===== src/rtl/ncopa_pkg.sv =====
// Package of register map, widths and reset values for the phase path.
package ncopa_pkg;

    // ------------------------------------------------------------------
    // Widths
    // ------------------------------------------------------------------
    localparam int ACC_W   = 32;
    localparam int IDX_W   = 16;
    localparam int BYTE_W  = 8;
    localparam int DATA_W  = 32;
    localparam int ADDR_W  = 12;

    // ------------------------------------------------------------------
    // Register indices; the byte address is four times the index
    // ------------------------------------------------------------------
    localparam logic [7:0] IDX_FREQ0  = 8'h08;
    localparam logic [7:0] IDX_FREQ1  = 8'h09;
    localparam logic [7:0] IDX_FREQ2  = 8'h0a;
    localparam logic [7:0] IDX_FREQ3  = 8'h0b;
    localparam logic [7:0] IDX_PHASE_LO = 8'h07;
    localparam logic [7:0] IDX_PHASE_HI = 8'h06;
    localparam logic [7:0] IDX_ACC_STAT = 8'h20;
    localparam int         IDX_LSB    = 2;

    // ------------------------------------------------------------------
    // Reset values
    // ------------------------------------------------------------------
    localparam logic [BYTE_W-1:0] BYTE_RST = 8'h00;
    localparam logic [ACC_W-1:0]  ACC_RST  = 32'h0000_0000;
    localparam logic [DATA_W-1:0] ZERO_RD  = 32'h0000_0000;

endpackage : ncopa_pkg


===== src/rtl/ncopa_cfg_if.sv =====
// Interface carrying the programmed frequency word and phase offset.
`timescale 1ns/100ps
interface ncopa_cfg_if;
    import ncopa_pkg::*;
    logic [ACC_W-1:0] freq_word;
    logic [IDX_W-1:0] phase_shift;

    modport regs (output freq_word, output phase_shift);
    modport core (input freq_word, input phase_shift);
endinterface : ncopa_cfg_if


===== src/rtl/ncopa_accum.sv =====
// Phase accumulator core with offset addition and index extraction.
`timescale 1ns/100ps
module ncopa_accum (
    input  wire logic                      pclk,
    input  wire logic                      presetn,
    ncopa_cfg_if.core                      cfg,
    output logic [ncopa_pkg::ACC_W-1:0]    acc_q,
    output logic [ncopa_pkg::IDX_W-1:0]    index_q
);
    import ncopa_pkg::*;

    logic [ACC_W-1:0] acc_d;
    logic [IDX_W-1:0] index_d;

    // Adding the raw word modulo 2^32 gives signed behaviour for free:
    // a negative word is a large unsigned step that wraps backwards.
    assign acc_d = acc_q + cfg.freq_word;

    // The offset goes on the upper bits of the new phase only.
    assign index_d = acc_d[ACC_W-1 -: IDX_W] + cfg.phase_shift;

    always_ff @(posedge pclk or negedge presetn) begin
        if (!presetn) begin
            acc_q <= ACC_RST;
        end else begin
            acc_q <= acc_d;
        end
    end

    always_ff @(posedge pclk or negedge presetn) begin
        if (!presetn) begin
            index_q <= '0;
        end else begin
            index_q <= index_d;
        end
    end

endmodule // ncopa_accum


===== src/rtl/ncopa_top.sv =====
// Top of the oscillator phase path with its APB register slave.
//
// Overview of operation
// - Frequency word accumulates into phase accumulator.
// - Frequency word is signed two's complement.
// - One word step equals rate over 2^32.
// - Phase offset added right before lookup.
// - Upper 16 accumulator bits plus offset form lookup index.
// - Top frequency byte at index 0x0B, resets 0.
`timescale 1ns/100ps
module ncopa_top (
    input  wire logic                         pclk,
    input  wire logic                         presetn,
    input  wire logic                         psel,
    input  wire logic                         penable,
    input  wire logic                         pwrite,
    input  wire logic [ncopa_pkg::ADDR_W-1:0] paddr,
    input  wire logic [ncopa_pkg::DATA_W-1:0] pwdata,
    output logic      [ncopa_pkg::DATA_W-1:0] prdata,
    output logic                              pready,
    output logic                              pslverr,
    output logic      [ncopa_pkg::IDX_W-1:0]  phase_index
);
    import ncopa_pkg::*;

    // ------------------------------------------------------------------
    // Register file
    // ------------------------------------------------------------------
    logic [BYTE_W-1:0] freq_byte0_reg_q;
    logic [BYTE_W-1:0] freq_byte1_reg_q;
    logic [BYTE_W-1:0] freq_byte2_reg_q;
    logic [BYTE_W-1:0] freq_byte3_reg_q;
    logic [BYTE_W-1:0] phase_lo_q;
    logic [BYTE_W-1:0] phase_hi_q;
    logic [ACC_W-1:0]  acc_w;
    logic [IDX_W-1:0]  index_w;
    logic              setup;
    logic              wr_en;
    logic [7:0]        reg_idx;
    logic              hit;
    logic [DATA_W-1:0] rd_d;
    // Per-register write strobes.
    logic              wr_freq0;
    logic              wr_freq1;
    logic              wr_freq2;
    logic              wr_freq3;
    logic              wr_phase_lo;
    logic              wr_phase_hi;

    ncopa_cfg_if cfg ();

    // ------------------------------------------------------------------
    // Address decode
    // ------------------------------------------------------------------
    // Each byte register sits on its own aligned word, so the index is
    // taken above the byte-select bits of the address.
    function automatic logic [7:0] word_index(input logic [ADDR_W-1:0] a);
        return a[IDX_LSB +: 8];
    endfunction

    // Only these indices answer without an error.
    function automatic logic is_mapped(input logic [7:0] ix);
        return (ix == IDX_FREQ0)    ||
               (ix == IDX_FREQ1)    ||
               (ix == IDX_FREQ2)    ||
               (ix == IDX_FREQ3)    ||
               (ix == IDX_PHASE_LO) ||
               (ix == IDX_PHASE_HI) ||
               (ix == IDX_ACC_STAT);
    endfunction

    // Decoded once per register so each flop has a plain enable.
    function automatic logic strobe(input logic en, input logic [7:0] ix,
                                    input logic [7:0] want);
        return en && (ix == want);
    endfunction

    // Zero-wait slave: the access phase completes in its first cycle.
    assign setup   = psel && !penable;
    assign reg_idx = word_index(paddr);
    assign hit     = (paddr[IDX_LSB-1:0] == '0) && is_mapped(reg_idx);
    assign wr_en   = psel && penable && pready && pwrite && hit;

    // ------------------------------------------------------------------
    // Write strobes
    // ------------------------------------------------------------------
    // A write lands only at the edge that ends the access phase, so a
    // refused address never disturbs a register.
    assign wr_freq0    = strobe(wr_en, reg_idx, IDX_FREQ0);
    assign wr_freq1    = strobe(wr_en, reg_idx, IDX_FREQ1);
    assign wr_freq2    = strobe(wr_en, reg_idx, IDX_FREQ2);
    assign wr_freq3    = strobe(wr_en, reg_idx, IDX_FREQ3);
    assign wr_phase_lo = strobe(wr_en, reg_idx, IDX_PHASE_LO);
    assign wr_phase_hi = strobe(wr_en, reg_idx, IDX_PHASE_HI);

    // ------------------------------------------------------------------
    // Registers, one process each
    // ------------------------------------------------------------------
    // All registers come out of reset as zero bytes.
    always_ff @(posedge pclk or negedge presetn) begin
        if (!presetn) begin
            freq_byte0_reg_q <= BYTE_RST;
        end else if (wr_freq0) begin
            freq_byte0_reg_q <= pwdata[BYTE_W-1:0];
        end
    end

    always_ff @(posedge pclk or negedge presetn) begin
        if (!presetn) begin
            freq_byte1_reg_q <= BYTE_RST;
        end else if (wr_freq1) begin
            freq_byte1_reg_q <= pwdata[BYTE_W-1:0];
        end
    end

    always_ff @(posedge pclk or negedge presetn) begin
        if (!presetn) begin
            freq_byte2_reg_q <= BYTE_RST;
        end else if (wr_freq2) begin
            freq_byte2_reg_q <= pwdata[BYTE_W-1:0];
        end
    end

    always_ff @(posedge pclk or negedge presetn) begin
        if (!presetn) begin
            freq_byte3_reg_q <= BYTE_RST;
        end else if (wr_freq3) begin
            freq_byte3_reg_q <= pwdata[BYTE_W-1:0];
        end
    end

    always_ff @(posedge pclk or negedge presetn) begin
        if (!presetn) begin
            phase_lo_q <= BYTE_RST;
        end else if (wr_phase_lo) begin
            phase_lo_q <= pwdata[BYTE_W-1:0];
        end
    end

    always_ff @(posedge pclk or negedge presetn) begin
        if (!presetn) begin
            phase_hi_q <= BYTE_RST;
        end else if (wr_phase_hi) begin
            phase_hi_q <= pwdata[BYTE_W-1:0];
        end
    end

    // ------------------------------------------------------------------
    // Configuration handed to the phase path
    // ------------------------------------------------------------------
    // Bytes take effect one at a time, so a word rewritten byte by byte
    // runs briefly at the in-between frequencies; software that cares
    // writes the bytes in an order that keeps those steps harmless.
    assign cfg.freq_word   = {freq_byte3_reg_q, freq_byte2_reg_q,
                              freq_byte1_reg_q, freq_byte0_reg_q};
    assign cfg.phase_shift = {phase_hi_q, phase_lo_q};

    // ------------------------------------------------------------------
    // Phase path
    // ------------------------------------------------------------------
    // The accumulator sits in its own module so that its adder can be
    // retimed without touching the register slave.
    ncopa_accum u_accum (
        .pclk    (pclk),
        .presetn (presetn),
        .cfg     (cfg.core),
        .acc_q   (acc_w),
        .index_q (index_w)
    );

    assign phase_index = index_w;

    // ------------------------------------------------------------------
    // Read path and handshake
    // ------------------------------------------------------------------
    // The status word is a live view: a read returns the accumulator as
    // it stood at the setup edge, not at the end of the access.
    always_comb begin
        rd_d = ZERO_RD;
        unique case (reg_idx)
            IDX_FREQ0:    rd_d[BYTE_W-1:0] = freq_byte0_reg_q;
            IDX_FREQ1:    rd_d[BYTE_W-1:0] = freq_byte1_reg_q;
            IDX_FREQ2:    rd_d[BYTE_W-1:0] = freq_byte2_reg_q;
            IDX_FREQ3:    rd_d[BYTE_W-1:0] = freq_byte3_reg_q;
            IDX_PHASE_LO: rd_d[BYTE_W-1:0] = phase_lo_q;
            IDX_PHASE_HI: rd_d[BYTE_W-1:0] = phase_hi_q;
            IDX_ACC_STAT: rd_d             = acc_w;
            default:      rd_d             = ZERO_RD;
        endcase
    end

    // Answers are registered at the setup edge so every output is a flop.
    always_ff @(posedge pclk or negedge presetn) begin
        if (!presetn) begin
            pready <= 1'b0;
        end else begin
            pready <= setup;
        end
    end

    // Read data stands only in the access cycle and is zero otherwise,
    // so a stale value can never be mistaken for a fresh answer.
    always_ff @(posedge pclk or negedge presetn) begin
        if (!presetn) begin
            prdata <= ZERO_RD;
        end else if (setup && !pwrite && hit) begin
            prdata <= rd_d;
        end else begin
            prdata <= ZERO_RD;
        end
    end

    // A refused address still completes, so a master never hangs on it.
    always_ff @(posedge pclk or negedge presetn) begin
        if (!presetn) begin
            pslverr <= 1'b0;
        end else begin
            pslverr <= setup && !hit;
        end
    end

endmodule // ncopa_top


===== config.mk =====
export PLATFORM = sky130hd
export DESIGN_NAME = ncopa_top
export DESIGN_NICKNAME = d
export VERILOG_FILES = /design/src/rtl/ncopa_pkg.sv /design/src/rtl/ncopa_cfg_if.sv /design/src/rtl/ncopa_accum.sv /design/src/rtl/ncopa_top.sv
export SDC_FILE = /design/constraint.sdc
export NUM_CORES = 1
export LEC_CHECK = 0
export ABC_CLOCK_PERIOD_IN_PS = 5800
export BUFFER_PORTS_ARGS = -buffer_cell sky130_fd_sc_hd__buf_2
export CORE_MARGIN = 10
export CORE_UTILIZATION = 57
export CTS_CLUSTER_DIAMETER = 30
export DETAILED_ROUTE_END_ITERATION = 8
export PLACE_DENSITY = 0.8
export SETUP_SLACK_MARGIN = 0.3
export SYNTH_ARGS = -nofsm -noshare
export SYNTH_HDL_FRONTEND = slang
export SYNTH_SLANG_ARGS = --single-unit

===== constraint.sdc =====
create_clock -name pclk -period 5.8 [get_ports pclk]
set_clock_uncertainty 0.2 [all_clocks]
set_input_delay 0.58 -clock pclk [delete_from_list [all_inputs] [get_ports pclk]]
set_output_delay 0.58 -clock pclk [all_outputs]
set_load 0.005 [all_outputs]

### Word-level counts from Yosys, hierarchy flattened

Index checks and enable logic that the tools add are counted.

| storage, ports and cells | value |
|---|---|
| register bits | 130 |
| latch bits | 0 |
| memory bits (writable) | 0 |
| bits in read-only memories | 0 |
| logic and storage cells | 48 |
| memories | 0 |

| cells by class | value |
|---|---|
| $add $sub $neg | 2 |
| $mul | 0 |
| divide/modulo/power cells | 0 |
| $lt $le $gt $ge | 0 |
| equality and inequality tests | 7 |
| shift-type cells | 0 |
| multiplexer cells | 3 |
| bitwise operators | 0 |
| reduce and logical (&&, ||, !) cells | 25 |

Operators by type and width:

| kind | count |
|---|---|
| 8-bit one-hot mux with 7 select lines | 1 |
| 32-bit adder | 1 |
| 8-bit by 4-bit equality test with 1-bit output, second input constant | 4 |
| 32-bit 2-to-1 mux | 1 |
| 24-bit 2-to-1 mux | 1 |
| 16-bit adder | 1 |
| 8-bit by 3-bit equality test with 1-bit output, second input constant | 2 |
| 1-bit logical AND | 15 |
| 8-bit by 6-bit equality test with 1-bit output, second input constant | 1 |
| 1-bit logical OR | 6 |
| 1-bit logical NOT | 3 |
| 2-bit logical NOT | 1 |

### Longest topological paths before layout

Gate-level depths: netlist of run 1.

| logic depth | value |
|---|---|
| depth after elaboration | 10 |
| gate-level depth with buffers | 21 |
| gate-level depth less buffers | 21 |

### Modules after synthesis

From an unflattened synthesis of run 1, not the netlist that was laid out.

| unflattened totals | value |
|---|---|
| cell total of the unflattened synthesis | 594 |
| area, all modules | 6891.6 um^2 |

By module, submodules not included:

| module | instances | cells an instance | area each (um^2) | seq. area each (um^2) |
|---|---|---|---|---|
| ncopa_top | 1 | 248 | 3470.8 | 2052.0 |
| ncopa_accum | 1 | 346 | 3420.8 | 1201.2 |

### Worst setup path after synthesis of run 1

No wires, ideal clock.

| timing path | value |
|---|---|
| path kind | reg2reg |
| start point | register freq_byte1_reg_q[3] |
| end point | register u_accum.index_q[15] (netlist bit) |
| library setup time | 80 ps |
| arrival time | 3860 ps |
| data required time | 5520 ps |
| slack | 1660 ps |
| cell stages (with the launch flop) | 18 |
| path buffers | 0 |
| cells stage by stage | dfrtp_1 -> ha_1 -> and3_1 -> or2b_1 -> a311o_1 -> or2b_1 -> a21oi_1 -> o21bai_1 -> xor2_1 -> ha_1 -> a211oi_1 -> nor2_1 -> o31ai_1 -> a21oi_1 -> a211o_1 -> a21oi_1 -> xor2_1 -> xnor2_1 |

| between the ends | value |
|---|---|
| word-level cells in the longest chain between the ends | 2 |

Ends and longest elaborated chain:

| what | line | text |
|---|---|---|
| start: declaration | ncopa_top.sv:30 | `logic [BYTE_W-1:0] freq_byte1_reg_q;` |
| start signal: assignment | ncopa_top.sv:112 | `freq_byte1_reg_q <= pwdata[BYTE_W-1:0];` |
| 32-bit adder | ncopa_accum.sv:17 | `assign acc_d = acc_q + cfg.freq_word;` |
| via u_accum.acc_d[17] | ncopa_accum.sv:12 | `logic [ACC_W-1:0] acc_d;` |
| 16-bit adder | ncopa_accum.sv:20 | `assign index_d = acc_d[ACC_W-1 -: IDX_W] + cfg.phase_shift;` |
| via u_accum.index_d[15] | ncopa_accum.sv:13 | `logic [IDX_W-1:0] index_d;` |
| end signal: assignment | ncopa_accum.sv:34 | `index_q <= index_d;` |
| end: declaration | ncopa_accum.sv:8 | `output logic [ncopa_pkg::IDX_W-1:0] index_q` |

The timed path passes the listed nets, and every way through them passes these cells.
A chain may end at the register's enable or synchronous reset.

### Final worst setup path of run 1

| timing path | value |
|---|---|
| start point | register freq_byte0_reg_q[3] |
| end point | register u_accum.index_q[15] (netlist bit) |

| between the ends | value |
|---|---|
| word-level cells in the longest chain between the ends | 2 |

Ends and longest elaborated chain:

| what | line | text |
|---|---|---|
| start: declaration | ncopa_top.sv:29 | `logic [BYTE_W-1:0] freq_byte0_reg_q;` |
| start signal: assignment | ncopa_top.sv:104 | `freq_byte0_reg_q <= pwdata[BYTE_W-1:0];` |
| 32-bit adder | ncopa_accum.sv:17 |  |
| via u_accum.acc_d[17] | ncopa_accum.sv:12 |  |
| 16-bit adder | ncopa_accum.sv:20 |  |
| via u_accum.index_d[15] | ncopa_accum.sv:13 |  |

The timed path passes the listed nets, and every way through them passes these cells.

==> metrics.json, run 1 <==
{
  "detailed_routing": {
    "mean_routed_wirelength_per_cell_um": 20.2,
    "route.antenna.remaining_nets": 0,
    "drcViolationCount": 0,
    "via_per_inst": 6.14,
    "initialDrtViolationCount": 449,
    "dr.pass1.iters": 5,
    "vias": 5103,
    "routed_wirelength_um": 16800
  },
  "setup_path": {
    "rr_startpoint": "freq_byte0_reg_q[3]",
    "r2r_setup_slack_ns": 0.81,
    "critPathMaxFanout": 4,
    "worstSetupEndpoint": "u_accum.index_q[15]",
    "worstPathArrival_ns": 5.13,
    "critical_path.startpoint_type": "flop",
    "worstRegToRegCells": 18,
    "cpPeakStageDelay_ns": 0.42,
    "required_ns": 5.94,
    "cp_common_cell": "a21oi_1",
    "reg2reg_to": "u_accum.index_q[15]",
    "timing_worst_setup_path_type": "reg -> reg",
    "worstSetupStartpoint": "freq_byte0_reg_q[3]",
    "cp-end-kind": "flop",
    "cp_cell_sequence": "ha_1 > o211ai_1 > o21ai_1 > o21ai_1 > a311o_1 > or2b_1 > a21oi_1 > o21bai_1 > xor2_1 > ha_1 > a211oi_1 > nor2_1 > o31ai_1 > a21oi_1 > a211o_1 > a21oi_1 > xor2_1 > xnor2_1",
    "slowest_cell_on_the_critical_path": "dfrtp_1"
  },
  "status": {
    "result_of_the_run": "complete, no violations"
  },
  "synthesis": {
    "synthesis.yosys.warnings": 0,
    "synth_cell_type_count": 58,
    "synth-seq-cells": 130,
    "post_synth_edffs": 0,
    "synth.yosys.seq_area_share_pct": 48.4,
    "number_of_standard_cells_after_synthesis": 594,
    "postSynthNetCount": 691,
    "netlist.area_leader.share_pct": 48.4,
    "synth_top_area_cell": "dfrtp_1",
    "syn-mean-instance-area_um2": 11.3,
    "yosys-top-cells-area": "dfrtp_1, mux2_2, ha_1, xnor2_1, a21oi_1",
    "synth_flop_cell": "dfrtp_1",
    "postSynth.asyncResetShare_pct": 100,
    "synthesized_cell_area_um2": 6720
  },
  "placed_design": {
    "dp.final_hpwl_um": 12000,
    "detailedPlace.worstSlack_ns": 0.950,
    "placed_cell_area_um2": 7230,
    "placement.io_buffers": 72,
    "place_congestion": 0.973
  },
  "power": {
    "pwr-share-clk_pct": 50.4,
    "power.static_leakage_nw": 4.13,
    "internal_power_w": 0.00178,
    "switching_share_pct": 22.9,
    "seq_power_share_pct": 41.8,
    "power.combinational.fraction_pct": 7.8,
    "p_per_area_nw_per_um2": 293,
    "netSwitchingPower_w": 0.000529,
    "peakVddDrop_uv": 198
  },
  "worst_hold_path": {
    "timing.hold.worst.class": "in -> async"
  },
  "run": {
    "drv_cap": 0
  },
  "finish": {
    "most-common-layout-cells": "dfrtp_1, buf_2, mux2_2",
    "nets": 772,
    "post_route_cells_drive_above_1_share_pct": 25.0,
    "fillCellCount": 803,
    "layout-area-overhead-vs-synth_pct": 17.3,
    "antenna_cells_inserted": 0,
    "stdcell_area_um2": 7880,
    "layout_commonest_cell": "dfrtp_1"
  },
  "grt": {
    "first_pass_grt_wire_length_um": 26900,
    "grt_use_total_pct": 20.7,
    "antenna_found_initial": 0,
    "overflow": 0,
    "grt_max_degree": 78,
    "first_global_vias": 5328
  },
  "clock_tree": {
    "htree_levels": 4,
    "cts.sinks": 130,
    "cts_setup_buffers": 0,
    "clk-insertion-delay-late_ns": 0.43,
    "cts-buffers-inserted": 17,
    "cts.clk_slew.worst_paths_ns": 0.06,
    "maximum_buffer_depth_of_the_clock_tree": 2,
    "cts-resized-gates": 0,
    "ctsRootBufferMaster": "clkbuf_16",
    "number_of_hold_repair_buffers_added_at_the_cts_stage": 0,
    "cts_tree": "built"
  },
  "sta": {
    "timing_max_transition_violations_final": 0,
    "timing_hold_violations_final": 0,
    "max_freq_ghz": 0.201,
    "grt_setup_unrepaired": "no",
    "finalSetupViolCount": 0,
    "final.setup.tns_ns": 0,
    "finalWorstPathRequiredPeriod_ns": 4.99,
    "timing.final.crit_share_pct": 86.0,
    "setup_ws_ns": 0.814,
    "slew_headroom_pct": 29.9,
    "tightest_slew_ns": 1.04
  },
  "floorplan": {
    "die_area_um2": 16500,
    "num_io_pins": 99,
    "fp.dieH_um": 129,
    "core_area_um2": 11500,
    "die_width_um": 129,
    "floorplan.initialDensity_pct": 58.6,
    "row_count": 39
  }
}
## metrics by stage
| stage | std cells | util (%) | hold slack [ns] | total power (W) |
|---|---|---|---|---|
| 6_report | 831 | 68.7 | 0.110 | 0.00231 |
| 5_1_grt | 831 | 68.7 | 0.200 | 0.00238 |
| 4_1_cts | 831 | 68.7 | 0.153 | 0.00231 |
| 3_5_place_dp | 799 | 63.1 | 0.280 | 0.00115 |
| 3_3_place_gp | 799 | 63.1 | 0.272 | 0.00114 |
| 2_1_floorplan | 594 | - | 0.0844 | 0.00108 |
## power groups by stage
stage               Sequential, W  Combinational [W]  Clock [W]
floorplan                0.000966           0.000113          0
global placement         0.000976           0.000163          0
detailed placement       0.000977           0.000172          0
CTS                      0.000962           0.000178    0.00117
global route             0.000965           0.000197    0.00121
finish                   0.000964           0.000180    0.00116
## worst min path at each step
stage | from | to | slack, ns | cells after the start
floorplan | presetn | freq_byte0_reg_q[0] | 0.08 | 0
global route | presetn | prdata[17] | 0.20 | 1
global placement | u_accum.acc_q[9] | prdata[9] | 0.27 | 1
detailed placement | u_accum.acc_q[8] | prdata[8] | 0.28 | 1
CTS | presetn | prdata[17] | 0.15 | 1
finish | presetn | phase_lo_q[1] | 0.11 | 1
## synthesized netlist by cell type, types with 13 or more instances
library cell	n
dfrtp_1	130
mux2_2	55
ha_1	46
a21oi_1	45
nor2_1	33
nand2_1	28
xnor2_1	28
o21ai_0	26
and2_1	24
inv_1	17
a22oi_1	16
a21o_1	13
xor2_1	13
## layout make-up
| type | count | area [um2] | area share (%) |
|---|---|---|---|
| multi-input cells | 434 | 3350 | 42.5 |
| inverters | 17 | 63.8 | 0.810 |
| well taps | 143 | 179 | 2.27 |
| clock inverters | 9 | 150 | 1.91 |
| flip-flops and latches | 130 | 3250 | 41.3 |
| clock buffers | 23 | 498 | 6.32 |
| repair buffers | 75 | 385 | 4.89 |
## state kept, by name, summed over array words and instances (netlist names)
register	cells
freq_byte0_reg_q	8
freq_byte1_reg_q	8
freq_byte2_reg_q	8
freq_byte3_reg_q	8
phase_hi_q	8
phase_lo_q	8
prdata	32
pready	1
pslverr	1
u_accum.acc_q	32
u_accum.index_q	16
## layer usage
| metal | track usage (%) | routed length (um) | vias up | share of wire (%) |
|---|---|---|---|---|
| li1 | - | - | 2330 | - |
| met1 | 25.0 | 6950 | 2518 | 41 |
| met2 | 33.1 | 8010 | 208 | 48 |
| met3 | 5.50 | 1190 | 47 | 7.1 |
| met4 | 11.5 | 641 | 0 | 3.8 |
| met5 | 0 | 0 | - | 0 |
## cells by family after synthesis
logic type / share of synthesized area (%)
XOR/XNOR: 5.34
AO/OA/AOI/OAI: 14.2
adder cells (fa/ha/maj): 9.16
multiplexers: 10.4
AND/OR/NAND/NOR: 10.7
flip-flops: 48.4
buffers and inverters: 1.69
## critical path: cells and delay by family, from the launching register on
kind / cells / cell delay (ns)
DFF: 1 / 0.42
xor gates and xnor gates: 3 / 0.67
adders and majority gates: 2 / 0.68
AOI/OAI and AO/OA: 11 / 2.58
and+or+nand+nor: 2 / 0.35
Power figures use the tool's default switching activity.
==> run 2: changes to the inputs <==
- ABC_CLOCK_PERIOD_IN_PS: 5800 -> 4100
- CORE_UTILIZATION: 57 -> 52
- PLACE_DENSITY: 0.8 -> 0.77
- TNS_END_PERCENT: default -> 5
- clock period: 5.8 -> 4.1 ns (I/O delays scaled with it)
==> run 2 against run 1 <==
The flow now finishes with violations (negative hold slack, negative setup slack). Critical path depth did not move. Global-route usage rose by 0.41 points. Clock-buffer cell count did not move. Hold slack got worse by 0.14 ns. Maximum frequency rose by 15%. Sequential cell count did not move. First-iteration DRC count rose by 23%. Register-to-register slack got worse by 1.0 ns. Via count rose by 7.2%. Combinational power rose by 130%. Clock power rose by 45%.
==> metrics.json, run 2 (synthesis results as in run 1) <==
{
  "grt": {
    "grt_max_degree": {"value": 86, "change": "+10%"},
    "first_global_vias": {"value": 5831, "change": "+9.4%"},
    "antenna_found_initial": {"value": 0, "change": "unchanged"},
    "overflow": {"value": 0, "change": "unchanged"},
    "grt_use_total": {"value": 21.1, "unit": "%", "change": "+0.41 points"},
    "first_pass_grt_wire_length": {"value": 29900, "unit": "um", "change": "+11%"}
  },
  "setup_path": {
    "cp_cell_sequence": "ha_4 > and3_4 > or2b_1 > a311o_1 > or2b_1 > a21oi_2 > o21bai_1 > xor2_1 > ha_1 > a211oi_2 > nor2_2 > o31ai_2 > buf_4 > a21oi_2 > a211o_1 > a21oi_2 > xor2_1 > xnor2_1",
    "slowest_cell_on_the_critical_path": "dfrtp_1",
    "cp-end-kind": "flop",
    "timing_worst_setup_path_type": "reg -> reg",
    "cp_num_buf_inv": {"value": 1, "change": "+1"},
    "cp_common_cell": "a21oi_2",
    "worstPathArrival": {"value": 4.46, "unit": "ns", "change": "-0.67 ns"},
    "cpLargestDelayFamily": "compound AO/OA/AOI/OAI gates",
    "critical_path.startpoint_type": "flop",
    "cpPeakStageDelay": {"value": 0.43, "unit": "ns", "change": "about the same"},
    "critPathMaxFanout": {"value": 4, "change": "unchanged"},
    "required": {"value": 4.24, "unit": "ns", "change": "-1.70 ns"}
  },
  "floorplan": {
    "num_io_pins": {"value": 99, "change": "unchanged"},
    "die_area": {"value": 17900, "unit": "um2", "change": "+8.1%"},
    "fp.dieH": {"value": 134, "unit": "um", "change": "+4.0%"},
    "floorplan.initialDensity": {"value": 53.2, "unit": "%", "change": "-5.4 points"},
    "die_width": {"value": 134, "unit": "um", "change": "+4.0%"},
    "row_count": {"value": 41, "change": "+5.1%"},
    "core_area": {"value": 12600, "unit": "um2", "change": "+10%"}
  },
  "placed_design": {
    "dp.final_hpwl": {"value": 13400, "unit": "um", "change": "+12%"},
    "place_congestion": {"value": 0.936, "change": "-3.8%"},
    "detailedPlace.worstSlack": {"value": -0.452, "unit": "ns", "change": "-1.40 ns"},
    "numPlacedInstances": {"value": 934, "change": "+17%"},
    "placement.io_buffers": {"value": 72, "change": "unchanged"}
  },
  "detailed_routing": {
    "route.antenna.remaining_nets": {"value": 0, "change": "unchanged"},
    "via_per_inst": {"value": 5.60, "change": "-8.7%"},
    "routed_wirelength": {"value": 18800, "unit": "um", "change": "+12%"},
    "dr.pass1.iters": {"value": 5, "change": "unchanged"},
    "vias": {"value": 5469, "change": "+7.2%"},
    "drcViolationCount": {"value": 0, "change": "unchanged"},
    "mean_routed_wirelength_per_cell": {"value": 19.3, "unit": "um", "change": "-4.5%"},
    "initialDrtViolationCount": {"value": 554, "change": "+23%"}
  },
  "finish": {
    "multi_input_comb_area": {"value": 3600, "unit": "um2", "change": "+7.3%"},
    "fillCellCount": {"value": 888, "change": "+11%"},
    "final_cells": {"value": 976, "change": "+17%"},
    "layout-area-overhead-vs-synth_pct": 34.5,
    "largest_registers": "prdata (32), u_accum.acc_q (32), u_accum.index_q (16)",
    "final-seq-area": {"value": 3250, "unit": "um2", "change": "unchanged"},
    "post_route_cells_drive_above_1_share": {"value": 40.8, "unit": "%", "change": "+16 points"},
    "most-common-layout-cells": "dfrtp_1, buf_4, buf_2",
    "layout_commonest_cell": "dfrtp_1",
    "final_core_util": {"value": 71.6, "unit": "%", "change": "+2.9 points"},
    "nets": {"value": 888, "change": "+15%"},
    "antenna_cells_inserted": {"value": 0, "change": "unchanged"}
  },
  "sta": {
    "tightest_slew": {"value": 1.08, "unit": "ns", "change": "+0.0342 ns"},
    "finalWorstPathRequiredPeriod": {"value": 4.32, "unit": "ns", "change": "-0.668 ns"},
    "timing_max_transition_violations_final": {"value": 0, "change": "unchanged"},
    "timing_hold_violations_final": {"value": 13, "change": "+13"},
    "setup_ws": {"value": -0.218, "unit": "ns", "change": "-1.03 ns"},
    "slew_headroom": {"value": 28.2, "unit": "%", "change": "-1.7 points"},
    "finalSetupViolCount": {"value": 2, "change": "+2"},
    "grt_setup_unrepaired": "yes",
    "max_freq": {"value": 0.232, "unit": "GHz", "change": "+15%"},
    "timing.final.crit_share": {"value": 105, "unit": "%", "change": "+19 points"},
    "hold_ws": {"value": -0.0328, "unit": "ns", "change": "-0.143 ns"}
  },
  "power": {
    "power.combinational.fraction": {"value": 11.9, "unit": "%", "change": "+4.1 points"},
    "seq_power_share": {"value": 39.4, "unit": "%", "change": "-2.4 points"},
    "p_per_area": {"value": 383, "unit": "nW/um2", "change": "+31%"},
    "peakVddDrop": {"value": 239, "unit": "uV", "change": "+21%"},
    "netSwitchingPower": {"value": 0.000798, "unit": "W", "change": "+51%"},
    "switching_share": {"value": 23.1, "unit": "%", "change": "+0.14 points"},
    "pwr-share-clk": {"value": 48.7, "unit": "%", "change": "-1.7 points"},
    "internal_power": {"value": 0.00266, "unit": "W", "change": "+50%"},
    "power.static_leakage": {"value": 4.72, "unit": "nW", "change": "+14%"}
  },
  "clock_tree": {
    "ctsRootBufferMaster": "clkbuf_16",
    "clk-insertion-delay-late": {"value": 0.43, "unit": "ns", "change": "about the same"},
    "number_of_hold_repair_buffers_added_at_the_cts_stage": {"value": 0, "change": "unchanged"},
    "maximum_buffer_depth_of_the_clock_tree": {"value": 2, "change": "unchanged"},
    "cts-buffers-inserted": {"value": 17, "change": "unchanged"},
    "cts.sinks": {"value": 130, "change": "unchanged"},
    "htree_levels": {"value": 4, "change": "unchanged"},
    "cts_tree": "built",
    "cts.clk_slew.worst_paths": {"value": 0.06, "unit": "ns", "change": "about the same"}
  },
  "status": {
    "violations": "negative hold slack, negative setup slack",
    "result_of_the_run": "finished with violations"
  },
  "worst_hold_path": {
    "timing.hold.worst.class": "in -> async"
  },
  "run": {
    "drv_cap": {"value": 0, "change": "unchanged"}
  }
}
run 2: cell count changes in the layout (fill, tap and decap cells not counted), sizes merged:
cell,before,now
bufinv,4,5
clkinvlp,2,1
buf,75,191
run 2: cell type report:
| type | instances | share of cell area (%) |
|---|---|---|
| multi-input cells | 434 | 39.8 |
| well taps | 172 | 2.38 |
| clock buffers | 23 | 5.29 |
| repair buffers | 191 | 13.9 |
| clock inverters | 9 | 1.95 |
| flip-flops and latches | 130 | 36.0 |
| inverters | 17 | 0.706 |
run 2: worst register-to-register path, stage by stage, from the launching register on:
cell and delay, ns:
dfrtp_1 0.43, ha_4 0.30, and3_4 0.18, or2b_1 0.27, a311o_1 0.40, or2b_1 0.22
a21oi_2 0.06, o21bai_1 0.15, xor2_1 0.22, ha_1 0.29, a211oi_2 0.21, nor2_2 0.07
o31ai_2 0.18, buf_4 0.16, a21oi_2 0.06, a211o_1 0.30, a21oi_2 0.17, xor2_1 0.20
xnor2_1 0.15
run 2: stage by stage:
stage / TNS [ns] / power, W / instance area [um2]
6_report: -0.307 / 0.00346 / 9040
5_1_grt: -1.82 / 0.00356 / 9040
3_5_place_dp: -1.85 / 0.00175 / 8130
3_3_place_gp: -0.736 / 0.00174 / 8130
4_1_cts: -0.405 / 0.00344 / 8940
2_1_floorplan: 0 / 0.00154 / 6790
run 2: per-layer routing:
metal  wire, um  GRT usage (%)  share of wire, %  up-vias
li1           -              -                 -     2552
met1       7900           24.9                42     2668
met2       9160           35.2                49      197
met3       1150           5.11               6.1       52
met4        621           10.6               3.3        0
met5          0              0                 0        -
run 2: power groups by stage:
stage	logic [W]	clock network (W)	registers (W)
final	0.000413	0.00168	0.00137
after detailed placement	0.000373	0	0.00138
after CTS	0.000395	0.00168	0.00136
after global routing	0.000443	0.00175	0.00137
after floorplan	0.000167	0	0.00137
after global placement	0.000361	0	0.00138
run 2: repair_timing:
item,in CTS,in global routing
setup endpoints to repair,12,11
hold endpoints to repair,0,0
pin swaps,30,13
setup buffers,7,3
gates resized for setup,24,17
run 2: worst paths after layout:
check / end / slack [ns] / depth (start not counted) / startpoint
worst max register to register: u_accum.index_q[15] / -0.22 / 18 / freq_byte1_reg_q[2]
worst min register to register: prdata[15] / 0.28 / 1 / u_accum.acc_q[15]
worst max-delay path: u_accum.index_q[15] / -0.22 / 18 / freq_byte1_reg_q[2]
max in group asynchronous: u_accum.index_q[10] / 2.77 / 2 / presetn
min in group pclk: pready / 0.05 / 3 / psel
worst min-delay path: prdata[9] / -0.03 / 1 / presetn
